$ cat src/rcm_pkg.sv
// constants and types shared by the relay channel mode control
`default_nettype none
package rcm_pkg;
    // ========================================
    // channel and pin counts
    localparam int NCH = 8;
    localparam int NPIN = 4;
    localparam int SEL_W = 2;
    // ========================================
    // channel mode codes, code 3 is illegal
    typedef enum logic [1:0] {
        RCM_OFF = 2'h0,
        RCM_ON = 2'h1,
        RCM_CLR = 2'h2
    } rcm_mode_t;
    // ========================================
    // register map, byte addresses on apb
    localparam int ADDR_W = 8;
    localparam logic [7:0] REG_MODE = 8'h00;
    localparam logic [7:0] REG_SRC = 8'h04;
    localparam logic [7:0] REG_STAT = 8'h08;
    localparam logic [7:0] REG_INT_STAT = 8'h0C;
    localparam logic [7:0] REG_INT_MASK = 8'h10;
    // reset values: every channel off, serial source
    localparam logic [15:0] MODE_RST = 16'h0000;
    localparam logic [23:0] SRC_RST = 24'h000000;
    localparam logic [9:0] MASK_RST = 10'h000;
    // field positions
    localparam int SRC_PIN_LSB = 8;
    localparam int STAT_DIAG_LSB = 8;
    localparam int STAT_STBY_BIT = 16;
    localparam int STAT_RST_BIT = 17;
    localparam int INT_RST_BIT = 8;
    localparam int INT_STBY_BIT = 9;
    localparam int INT_W = 10;
    // ========================================
    // timing
    localparam int CLK_PERIOD_NS = 10;
    localparam int OVL_DELAY_NS = 10000;
    localparam int OVL_CYCLES =
        (OVL_DELAY_NS + CLK_PERIOD_NS - 1) / CLK_PERIOD_NS;
    localparam int CNT_W = $clog2(OVL_CYCLES + 1);
    // supply comparator trip level behind supply_ok, in millivolts
    localparam int POR_THRESHOLD_MV = 4000;
endpackage : rcm_pkg
`default_nettype wire

$ cat src/rcm_channel.sv
// one output channel: on/off decision, clamp lock and overload latch
`default_nettype none
module rcm_channel
    import rcm_pkg::*;
(
    input wire logic clock,
    input wire logic rst_n,
    input wire logic clk_en,
    input wire logic dev_rst,
    input wire logic [1:0] mode,
    input wire logic pin_mode,
    input wire logic pin_level,
    input wire logic clamp,
    input wire logic overload,
    output logic gate_on,
    output logic diag,
    output logic ovl_event
);
    logic [CNT_W-1:0] ovl_cnt;
    logic want_on;
    logic trip;

    // pin high means on, low means off; off or clear always wins
    assign want_on = (mode == RCM_ON) && (!pin_mode || pin_level) // RL6 RL7
        && !diag; // RL17
    assign trip = gate_on && overload
        && (ovl_cnt == CNT_W'(OVL_CYCLES - 1));

    // ========================================
    // gate: a fresh turn-on waits out any clamping still in progress
    always_ff @(posedge clock or negedge rst_n) begin
        if (!rst_n) begin
            gate_on <= 1'b0;
        end else if (clk_en) begin
            if (dev_rst) begin
                gate_on <= 1'b0; // RL9
            end else begin
                gate_on <= want_on && !trip
                    && (gate_on || !clamp); // RL11
            end
        end
    end

    // overload must persist the full delay before the channel trips
    always_ff @(posedge clock or negedge rst_n) begin
        if (!rst_n) begin
            ovl_cnt <= '0;
        end else if (clk_en) begin
            if (dev_rst || !gate_on || !overload) begin
                ovl_cnt <= '0;
            end else if (!trip) begin
                ovl_cnt <= ovl_cnt + CNT_W'(1); // RL16
            end
        end
    end

    // diagnosis latch holds the channel off until clear mode is set
    always_ff @(posedge clock or negedge rst_n) begin
        if (!rst_n) begin
            diag <= 1'b0;
            ovl_event <= 1'b0;
        end else if (clk_en) begin
            ovl_event <= trip && !dev_rst;
            if (dev_rst) begin
                diag <= 1'b0;
            end else if (trip) begin
                diag <= 1'b1; // RL16
            end else if (mode == RCM_CLR) begin
                diag <= 1'b0; // RL16
            end
        end
    end
endmodule // rcm_channel
`default_nettype wire

$ cat src/rcm_pin_sync.sv
// three-flop synchroniser that accepts a change once two stages agree
`default_nettype none
module rcm_pin_sync
    import rcm_pkg::*;
#(
    parameter int W = 1
) (
    input wire logic clock,
    input wire logic rst_n,
    input wire logic clk_en,
    input wire logic [W-1:0] async_in,
    output logic [W-1:0] sync_out
);
    logic [W-1:0] stage1;
    logic [W-1:0] stage2;
    logic [W-1:0] stage3;

    // ========================================
    // stage1 feeds stage2 only; reset low reads as a pulled-down pin
    always_ff @(posedge clock or negedge rst_n) begin
        if (!rst_n) begin
            stage1 <= '0;
            stage2 <= '0;
            stage3 <= '0;
        end else if (clk_en) begin
            stage1 <= async_in;
            stage2 <= stage1;
            stage3 <= stage2;
        end
    end

    // per bit: take the new level only while stage2 and stage3 agree
    genvar i;
    generate
        for (i = 0; i < W; i++) begin : g_bit
            always_ff @(posedge clock or negedge rst_n) begin
                if (!rst_n) begin
                    sync_out[i] <= 1'b0;
                end else if (clk_en && (stage2[i] == stage3[i])) begin
                    sync_out[i] <= stage3[i];
                end
            end
        end
    endgenerate
endmodule // rcm_pin_sync
`default_nettype wire

$ cat src/rcm_top.sv
// relay channel mode control with apb registers and interrupt
//
// Notes on behaviour
// RL1: supply start-up leaves every channel in OFF
// RL2: host sets Clear once per channel after start-up
// RL3: reset pin low forces defaults, minimum current
// RL4: all channels Clear enters low-power standby
// RL5: four control pins, per-channel pin selection
// RL6: serial bits or selected pin drive transistor
// RL7: pin high means ON, pin low OFF
// RL8: open control pin reads low, channel off
// RL9: any reset: channels OFF, outputs held cleared
// RL10: host: OFF, wait wake-up, then ON
// RL11: turn-on refused until clamping has ended
// RL12: power-on reset while supply under threshold
// RL13: host standby wake-up wait at least 200 ms
// RL14: host holds reset pin low 50 us
// RL15: host allows 200 us after reset release
// RL16: overload trips channel, latched until Clear
// RL17: per-channel mode and source; OFF/Clear gate off
//
// The register offsets and the APB register port were decided locally.
`default_nettype none
module rcm_top
    import rcm_pkg::*;
(
    input wire logic clock,
    input wire logic rst_n,
    input wire logic clk_en,
    // apb slave
    input wire logic psel,
    input wire logic penable,
    input wire logic pwrite,
    input wire logic [ADDR_W-1:0] paddr,
    input wire logic [31:0] pwdata,
    output logic [31:0] prdata,
    output logic pready,
    output logic pslverr,
    // pins and analog status
    input wire logic [NPIN-1:0] control_pin,
    input wire logic reset_pin_n,
    input wire logic supply_ok,
    input wire logic [NCH-1:0] clamp_active,
    input wire logic [NCH-1:0] overload_raw,
    // outputs
    output logic [NCH-1:0] gate_on,
    output logic low_power,
    output logic irq
);
    localparam int SW = NPIN + 2 + 2 * NCH;

    logic [SW-1:0] raw_in;
    logic [SW-1:0] synced;
    logic [NPIN-1:0] pin_lvl;
    logic reset_pin_ok;
    logic supply_ok_s;
    logic [NCH-1:0] clamp_s;
    logic [NCH-1:0] ovl_s;
    logic dev_rst;
    logic dev_rst_q;
    logic [15:0] mode_reg;
    logic [23:0] src_reg;
    logic [INT_W-1:0] int_stat;
    logic [INT_W-1:0] int_mask;
    logic [INT_W-1:0] int_set;
    logic [NCH-1:0] diag;
    logic [NCH-1:0] ovl_event;
    logic [NCH-1:0] ch_clear;
    logic all_clear;
    logic all_clear_q;
    logic setup;
    logic wr_en;
    logic addr_ok;
    logic [31:0] rd_word;

    // ========================================
    // field decode helpers, shared by several blocks
    function automatic logic [1:0] mode_of(
        input logic [15:0] m,
        input int ch
    );
        mode_of = m[2*ch +: 2];
    endfunction

    function automatic logic [SEL_W-1:0] pin_of(
        input logic [23:0] s,
        input int ch
    );
        pin_of = s[SRC_PIN_LSB + SEL_W*ch +: SEL_W];
    endfunction

    function automatic logic is_mapped(input logic [ADDR_W-1:0] a);
        is_mapped = (a == REG_MODE) || (a == REG_SRC)
            || (a == REG_STAT) || (a == REG_INT_STAT)
            || (a == REG_INT_MASK);
    endfunction

    // ========================================
    // input synchronisers
    // every pin and analog flag comes from outside this clock
    assign raw_in = {overload_raw, clamp_active, supply_ok,
        reset_pin_n, control_pin};

    rcm_pin_sync #(
        .W(SW)
    ) u_sync (
        .clock(clock),
        .rst_n(rst_n),
        .clk_en(clk_en),
        .async_in(raw_in),
        .sync_out(synced)
    );

    // synced bits start low: a floating pin looks like an off request
    assign pin_lvl = synced[NPIN-1:0]; // RL8
    assign reset_pin_ok = synced[NPIN];
    assign supply_ok_s = synced[NPIN+1];
    assign clamp_s = synced[NPIN+2 +: NCH];
    assign ovl_s = synced[NPIN+2+NCH +: NCH];

    // ========================================
    // device reset
    // supply below the trip level acts like the reset pin held low
    assign dev_rst = !reset_pin_ok // RL3
        || !supply_ok_s; // RL12

    always_ff @(posedge clock or negedge rst_n) begin
        if (!rst_n) begin
            dev_rst_q <= 1'b1;
        end else if (clk_en) begin
            dev_rst_q <= dev_rst;
        end
    end

    // ========================================
    // standby detection
    genvar c;
    generate
        for (c = 0; c < NCH; c++) begin : g_clr
            assign ch_clear[c] = (mode_of(mode_reg, c) == RCM_CLR);
        end
    endgenerate

    assign all_clear = &ch_clear; // RL4

    always_ff @(posedge clock or negedge rst_n) begin
        if (!rst_n) begin
            all_clear_q <= 1'b0;
        end else if (clk_en) begin
            all_clear_q <= all_clear;
        end
    end

    // power stages go quiet in reset and in all-clear standby
    always_ff @(posedge clock or negedge rst_n) begin
        if (!rst_n) begin
            low_power <= 1'b1;
        end else if (clk_en) begin
            low_power <= dev_rst // RL3
                || all_clear; // RL4
        end
    end

    // ========================================
    // apb access decode
    // zero wait states: read data is latched during setup
    assign setup = psel && !penable;
    assign wr_en = psel && penable && pwrite && !pslverr;
    assign pready = 1'b1;
    assign addr_ok = is_mapped(paddr) && !pwrite
        || is_mapped(paddr) && !dev_rst;

    // ========================================
    // mode register, two bits per channel
    // illegal code 3 keeps the previous mode of that channel
    always_ff @(posedge clock or negedge rst_n) begin
        if (!rst_n) begin
            mode_reg <= MODE_RST; // RL1
        end else if (clk_en) begin
            if (dev_rst) begin
                mode_reg <= MODE_RST; // RL9
            end else if (wr_en && paddr == REG_MODE) begin
                for (int i = 0; i < NCH; i++) begin
                    if (mode_of(pwdata[15:0], i) != 2'h3) begin
                        mode_reg[2*i +: 2] <= // RL17
                            mode_of(pwdata[15:0], i);
                    end
                end
            end
        end
    end

    // ========================================
    // source register: input mode bits and pin selectors
    always_ff @(posedge clock or negedge rst_n) begin
        if (!rst_n) begin
            src_reg <= SRC_RST;
        end else if (clk_en) begin
            if (dev_rst) begin
                src_reg <= SRC_RST; // RL3
            end else if (wr_en && paddr == REG_SRC) begin
                src_reg <= pwdata[23:0]; // RL5
            end
        end
    end

    // ========================================
    // interrupt mask
    always_ff @(posedge clock or negedge rst_n) begin
        if (!rst_n) begin
            int_mask <= MASK_RST;
        end else if (clk_en) begin
            if (dev_rst) begin
                int_mask <= MASK_RST; // RL3
            end else if (wr_en && paddr == REG_INT_MASK) begin
                int_mask <= pwdata[INT_W-1:0];
            end
        end
    end

    // ========================================
    // interrupt status, write one to clear
    // kept through device reset so software can see it happened
    always_comb begin
        int_set = '0;
        int_set[NCH-1:0] = ovl_event;
        int_set[INT_RST_BIT] = dev_rst && !dev_rst_q;
        int_set[INT_STBY_BIT] = all_clear && !all_clear_q;
    end

    // a set in the same cycle as its clear wins
    always_ff @(posedge clock or negedge rst_n) begin
        if (!rst_n) begin
            int_stat <= '0;
        end else if (clk_en) begin
            if (wr_en && paddr == REG_INT_STAT) begin
                int_stat <= (int_stat & ~pwdata[INT_W-1:0])
                    | int_set;
            end else begin
                int_stat <= int_stat | int_set;
            end
        end
    end

    assign irq = |(int_stat & int_mask);

    // ========================================
    // read mux
    always_comb begin
        rd_word = 32'h00000000;
        unique case (paddr)
            REG_MODE: rd_word[15:0] = mode_reg;
            REG_SRC: rd_word[23:0] = src_reg;
            REG_STAT: begin
                rd_word[NCH-1:0] = gate_on;
                rd_word[STAT_DIAG_LSB +: NCH] = diag;
                rd_word[STAT_STBY_BIT] = all_clear;
                rd_word[STAT_RST_BIT] = dev_rst;
            end
            REG_INT_STAT: rd_word[INT_W-1:0] = int_stat;
            REG_INT_MASK: rd_word[INT_W-1:0] = int_mask;
            default: rd_word = 32'h00000000;
        endcase
    end

    // read data and error are captured at setup, shown in access
    always_ff @(posedge clock or negedge rst_n) begin
        if (!rst_n) begin
            prdata <= 32'h00000000;
            pslverr <= 1'b0;
        end else if (clk_en) begin
            if (setup) begin
                prdata <= pwrite ? 32'h00000000 : rd_word;
                pslverr <= !addr_ok;
            end else if (!psel) begin
                pslverr <= 1'b0;
            end
        end
    end

    // ========================================
    // channel instances
    generate
        for (c = 0; c < NCH; c++) begin : g_ch
            logic sel_level;
            // pin chosen by this channel's selector
            assign sel_level = pin_lvl[pin_of(src_reg, c)]; // RL5

            rcm_channel u_ch (
                .clock(clock),
                .rst_n(rst_n),
                .clk_en(clk_en),
                .dev_rst(dev_rst),
                .mode(mode_of(mode_reg, c)),
                .pin_mode(src_reg[c]),
                .pin_level(sel_level),
                .clamp(clamp_s[c]),
                .overload(ovl_s[c]),
                .gate_on(gate_on[c]),
                .diag(diag[c]),
                .ovl_event(ovl_event[c])
            );
        end
    endgenerate
endmodule // rcm_top
`default_nettype wire

$ cat config.mk
export PLATFORM = sky130hd
export DESIGN_NAME = rcm_top
export DESIGN_NICKNAME = d
export VERILOG_FILES = /design/src/rcm_pkg.sv /design/src/rcm_channel.sv /design/src/rcm_pin_sync.sv /design/src/rcm_top.sv
export SDC_FILE = /design/constraint.sdc
export NUM_CORES = 1
export LEC_CHECK = 0
export BUFFER_PORTS_ARGS = -buffer_cell sky130_fd_sc_hd__clkbuf_2
export CORE_ASPECT_RATIO = 1.25
export CORE_UTILIZATION = 54
export CTS_BUF_LIST = sky130_fd_sc_hd__clkbuf_16
export DETAILED_ROUTE_END_ITERATION = 16
export PLACE_DENSITY = 0.75
export SLEW_MARGIN = 20
export SYNTH_ARGS = -nofsm -noshare
export SYNTH_HDL_FRONTEND = slang
export SYNTH_SLANG_ARGS = --single-unit
export TNS_END_PERCENT = 5
$ cat constraint.sdc
create_clock -name clock -period 1.85 [get_ports clock]
set_input_delay 0.2775 -clock clock [delete_from_list [all_inputs] [get_ports clock]]
set_output_delay 0.2775 -clock clock [all_outputs]
set_load 0.01 [all_outputs]
==> run_summary.xml <==
<?xml version="1.0" encoding="UTF-8"?>
<metrics>
  <group name="sta">
    <metric name="fmax" unit="GHz">0.507</metric>
    <metric name="period_share" unit="">1.07</metric>
    <metric name="maximum_clock_skew_at_final_layout" unit="ns">0.00999</metric>
    <metric name="final_hold_viol_count" unit="">0</metric>
    <metric name="fin_crit" unit="ns">1.97</metric>
    <metric name="post-route-worst-setup-slack" unit="ns">-0.124</metric>
    <metric name="fin_worst_hold_slack" unit="ns">0.0266</metric>
    <metric name="rsz0062_at_grt" unit="">yes</metric>
    <metric name="timing.setup.tns" unit="ns">-0.124</metric>
    <metric name="setup_viol" unit="">1</metric>
    <metric name="slew_viol_final" unit="">0</metric>
    <metric name="worst_pin_slew" unit="ns">0.587</metric>
    <metric name="slew_headroom" unit="">0.607</metric>
  </group>
  <group name="detailed_routing">
    <metric name="drt_wirelength" unit="um">37000</metric>
    <metric name="antenna_violation_net_count_after_detailed_routing" unit="">0</metric>
    <metric name="first_iter_violations" unit="">849</metric>
    <metric name="detailroute.via_count" unit="">11400</metric>
    <metric name="drc_errors" unit="">0</metric>
    <metric name="route.detailed.wl_per_inst" unit="um">20.2</metric>
    <metric name="drtPass1Iterations" unit="">5</metric>
    <metric name="via_per_inst" unit="">6.26</metric>
  </group>
  <group name="grt">
    <metric name="grt_use_met2" unit="">0.498</metric>
    <metric name="grt_first_pass_wirelength" unit="um">60500</metric>
    <metric name="grt_max_degree" unit="">78</metric>
    <metric name="vias_in_the_first_global_route" unit="">11500</metric>
    <metric name="overflow" unit="">0</metric>
    <metric name="globalRouteMet1Util" unit="">0.394</metric>
    <metric name="grt_use_total" unit="">0.303</metric>
    <metric name="grtUsageMet3" unit="">0.0411</metric>
    <metric name="top_usage_layer" unit="">met2</metric>
    <metric name="antenna_found_initial" unit="">0</metric>
  </group>
  <group name="setup_path">
    <metric name="cp_slowest_cell" unit="">dfrtp_1</metric>
    <metric name="critical-path-top-delay-family" unit="">compound AO/OA/AOI/OAI gates</metric>
    <metric name="timing.critical_path.fanout_max" unit="">2</metric>
    <metric name="cells_traversed_along_the_worst_timing_path" unit="">a22o_1 -&gt; a221oi_2 -&gt; nand4_1 -&gt; clkbuf_2</metric>
    <metric name="cp.arrival" unit="ns">1.70</metric>
    <metric name="cpPeakStageDelay" unit="ns">0.38</metric>
    <metric name="worst-endpoint-required" unit="ns">1.57</metric>
    <metric name="critical_path_depth" unit="">4</metric>
    <metric name="critical_path_class" unit="">flip-flop to output port</metric>
    <metric name="worstPathBufferInverterCount" unit="">1</metric>
    <metric name="endpoint_kind" unit="">output port</metric>
    <metric name="worst_r2r_path_depth" unit="">4</metric>
    <metric name="setup.worst_path.start_class" unit="">flip-flop</metric>
  </group>
  <group name="clocking">
    <metric name="cts.sink_count" unit="">280</metric>
    <metric name="cts_buffer_depth" unit="">3</metric>
    <metric name="clock_pin_slew_worst_setup_and_hold_paths" unit="ns">0.06</metric>
    <metric name="worstSkewPairLatency" unit="ns">0.55</metric>
    <metric name="tritoncts_clock_tree" unit="">yes</metric>
    <metric name="cts_root_buf" unit="">clkbuf_16</metric>
    <metric name="tritoncts.num_buffers" unit="">29</metric>
    <metric name="htree_num_levels" unit="">1</metric>
  </group>
  <group name="cells_and_area">
    <metric name="final_nets" unit="">1552</metric>
    <metric name="final_layout_size_suffix_gt1_frac" unit="">0.206</metric>
    <metric name="largest_register_ff_count" unit="">80</metric>
    <metric name="syn2layout_area_growth" unit="%">20.0</metric>
    <metric name="post-route-cell-area" unit="mm2">0.0162</metric>
    <metric name="num_antenna_cells" unit="">0</metric>
    <metric name="most_frequent_cells_in_the_layout" unit="">dfrtp_1, o21ai_0, nand2_1</metric>
    <metric name="final_common_cell" unit="">dfrtp_1</metric>
    <metric name="postLayoutCoreUtil" unit="">0.662</metric>
  </group>
  <group name="synth">
    <metric name="synth_cell_area" unit="mm2">0.0135</metric>
    <metric name="synth_enable_flop_cells" unit="">0</metric>
    <metric name="syn-mean-instance-area" unit="um2">10.3</metric>
    <metric name="dominant_combinational_cell_family_by_area_after_synthesis" unit="">compound AO/OA/AOI/OAI gates</metric>
    <metric name="synth.distinct_cells" unit="">64</metric>
    <metric name="ys_warn_count" unit="">0</metric>
    <metric name="synth_flop_type" unit="">dfrtp_1</metric>
    <metric name="synth_xor_xnor_area_share" unit="">0.00324</metric>
    <metric name="netlist.top_cell.by_area" unit="">dfrtp_1</metric>
    <metric name="synth.top_cell.area_share" unit="">0.514</metric>
    <metric name="synth_seq_cells" unit="">280</metric>
    <metric name="synth_adder_area_share" unit="">0.00740</metric>
    <metric name="synthTopCellsByArea" unit="">dfrtp_1, o21ai_0, mux2_2</metric>
    <metric name="netlist_instances" unit="">1319</metric>
    <metric name="simple_gate_area_share_of_the_yosys_netlist" unit="">0.143</metric>
    <metric name="postSynth.asyncResetShare" unit="">1.00</metric>
    <metric name="synth_compound_gate_area_share" unit="">0.206</metric>
    <metric name="part_of_the_yosys_area_used_for_sequential_elements" unit="">0.518</metric>
    <metric name="synth.area.mux_share" unit="">0.0779</metric>
  </group>
  <group name="place">
    <metric name="hpwl" unit="um">25400</metric>
    <metric name="gpl.final_weighted_congestion" unit="">0.938</metric>
    <metric name="port-buffer-count" unit="">94</metric>
    <metric name="placement.cell_area" unit="mm2">0.0148</metric>
  </group>
  <group name="floorplan">
    <metric name="placement_rows" unit="">64</metric>
    <metric name="initial_utilization" unit="">0.552</metric>
    <metric name="floorplan.core_area" unit="mm2">0.0245</metric>
    <metric name="fp.dieH" unit="um">179</metric>
    <metric name="design.die.area" unit="mm2">0.0257</metric>
    <metric name="top_level_ports" unit="">112</metric>
    <metric name="die-width" unit="um">144</metric>
  </group>
  <group name="worst_hold_path">
    <metric name="worst_hold_path.num_cells" unit="">3</metric>
    <metric name="holdCritPathClass" unit="">input port to flip-flop</metric>
  </group>
  <group name="status">
    <metric name="outcome" unit="">complete, but fails checks</metric>
    <metric name="failed_checks" unit="">negative setup slack</metric>
  </group>
  <group name="power_and_ir_drop">
    <metric name="vdd_ir_drop_max" unit="uV">866</metric>
    <metric name="power.density" unit="mW/mm2">1010</metric>
    <metric name="cellLeakagePower" unit="nW">7.27</metric>
  </group>
  <group name="flow_run">
    <metric name="timing.max_cap.violations" unit="">0</metric>
  </group>
</metrics>
## kinds of logic (layout without fill, tap and decap cells)
kind of cell,Yosys count,in the layout
compound gates,428,428
xor+xnor,5,5
fa+ha+maj,8,8
buf+inv,138,310
flops,280,280
mux,89,89
other cells,2,9
simple gates,369,369
## power breakdown
part           total [mW]  internal [mW]  switching, mW  leakage (nW)
Clock                6.20           3.71           2.49         0.477
Sequential           7.40           6.70          0.697          3.68
Combinational        2.76           1.19           1.57          3.11
Total                16.4           11.6           4.77          7.27
## tightest hold or removal path, stage by stage
cell and delay, ns:
clkbuf_2 0.12, nand2_1 0.07, a211oi_1 0.06
## cells in the mapped netlist (4+ instances only)
library cell,count
and2_1,15
buf_4,17
o41ai_1,4
nor4bb_1,4
mux2i_1,31
and3_1,24
and4_1,17
ha_1,8
nand4_1,44
a41oi_1,7
a22oi_1,5
buf_2,9
dfrtp_1,278
a22o_1,60
nor3_1,9
buf_1,14
o21ai_0,164
nor2b_1,30
mux4_2,8
nand2_1,108
clkbuf_1,54
a21oi_1,64
nor2_1,65
mux2_2,50
o31ai_1,24
o2bb2ai_1,11
a211oi_1,34
a311oi_1,4
a31oi_1,18
inv_1,44
o221ai_1,11
nand3_1,27
## per-stage QoR
stage,power [mW],setup WS [ns],instances
after global routing,17.0,-0.189,1828
after floorplan,8.74,-0.00413,1326
after detailed placement,10.1,-0.192,1738
after CTS,16.4,-0.127,1828
after global placement,10.0,-0.157,1738
final,16.4,-0.124,1828
## what timing repair did
item | 4_1_cts | 5_1_grt
pin swaps | 2 | 1
resized for setup | 2 | 7
setup buffers | 2 | 0
endpoints found under the setup margin | 2 | 24
hold endpoints to repair | 86 | 0
hold buffers | 35 | 0
## final timing paths
check                                              from                       to  slack [ns]
worst max-delay path                        int_mask[9]                      irq       -0.12
worst min-delay path                         pwdata[10]             mode_reg[10]        0.03
worst max register to register  g_ch[5].u_ch.ovl_cnt[4]  g_ch[5].u_ch.ovl_cnt[0]        0.05
worst min register to register  g_ch[4].u_ch.ovl_cnt[9]  g_ch[4].u_ch.ovl_cnt[9]        0.48
max in group asynchronous                         rst_n                low_power        0.85
min in group asynchronous                         rst_n               src_reg[2]        0.27
## metal layers
metal | share of wire | wire length, um
met2 | 0.49 | 18000
met1 | 0.40 | 14900
met4 | 0.052 | 1920
met5 | 0 | 0
met3 | 0.060 | 2210
## final cells by class
cell class                 instances  area, um2
fill                            1911       8280
sequential                       280       7010
multi-input combinational        908       6000
timing repair buffer             213       1620
clock buffer                      29        726
tap                              330        413
clock inverter                    24        294
inverter                          44        165
(Power assumes the default switching activity.)
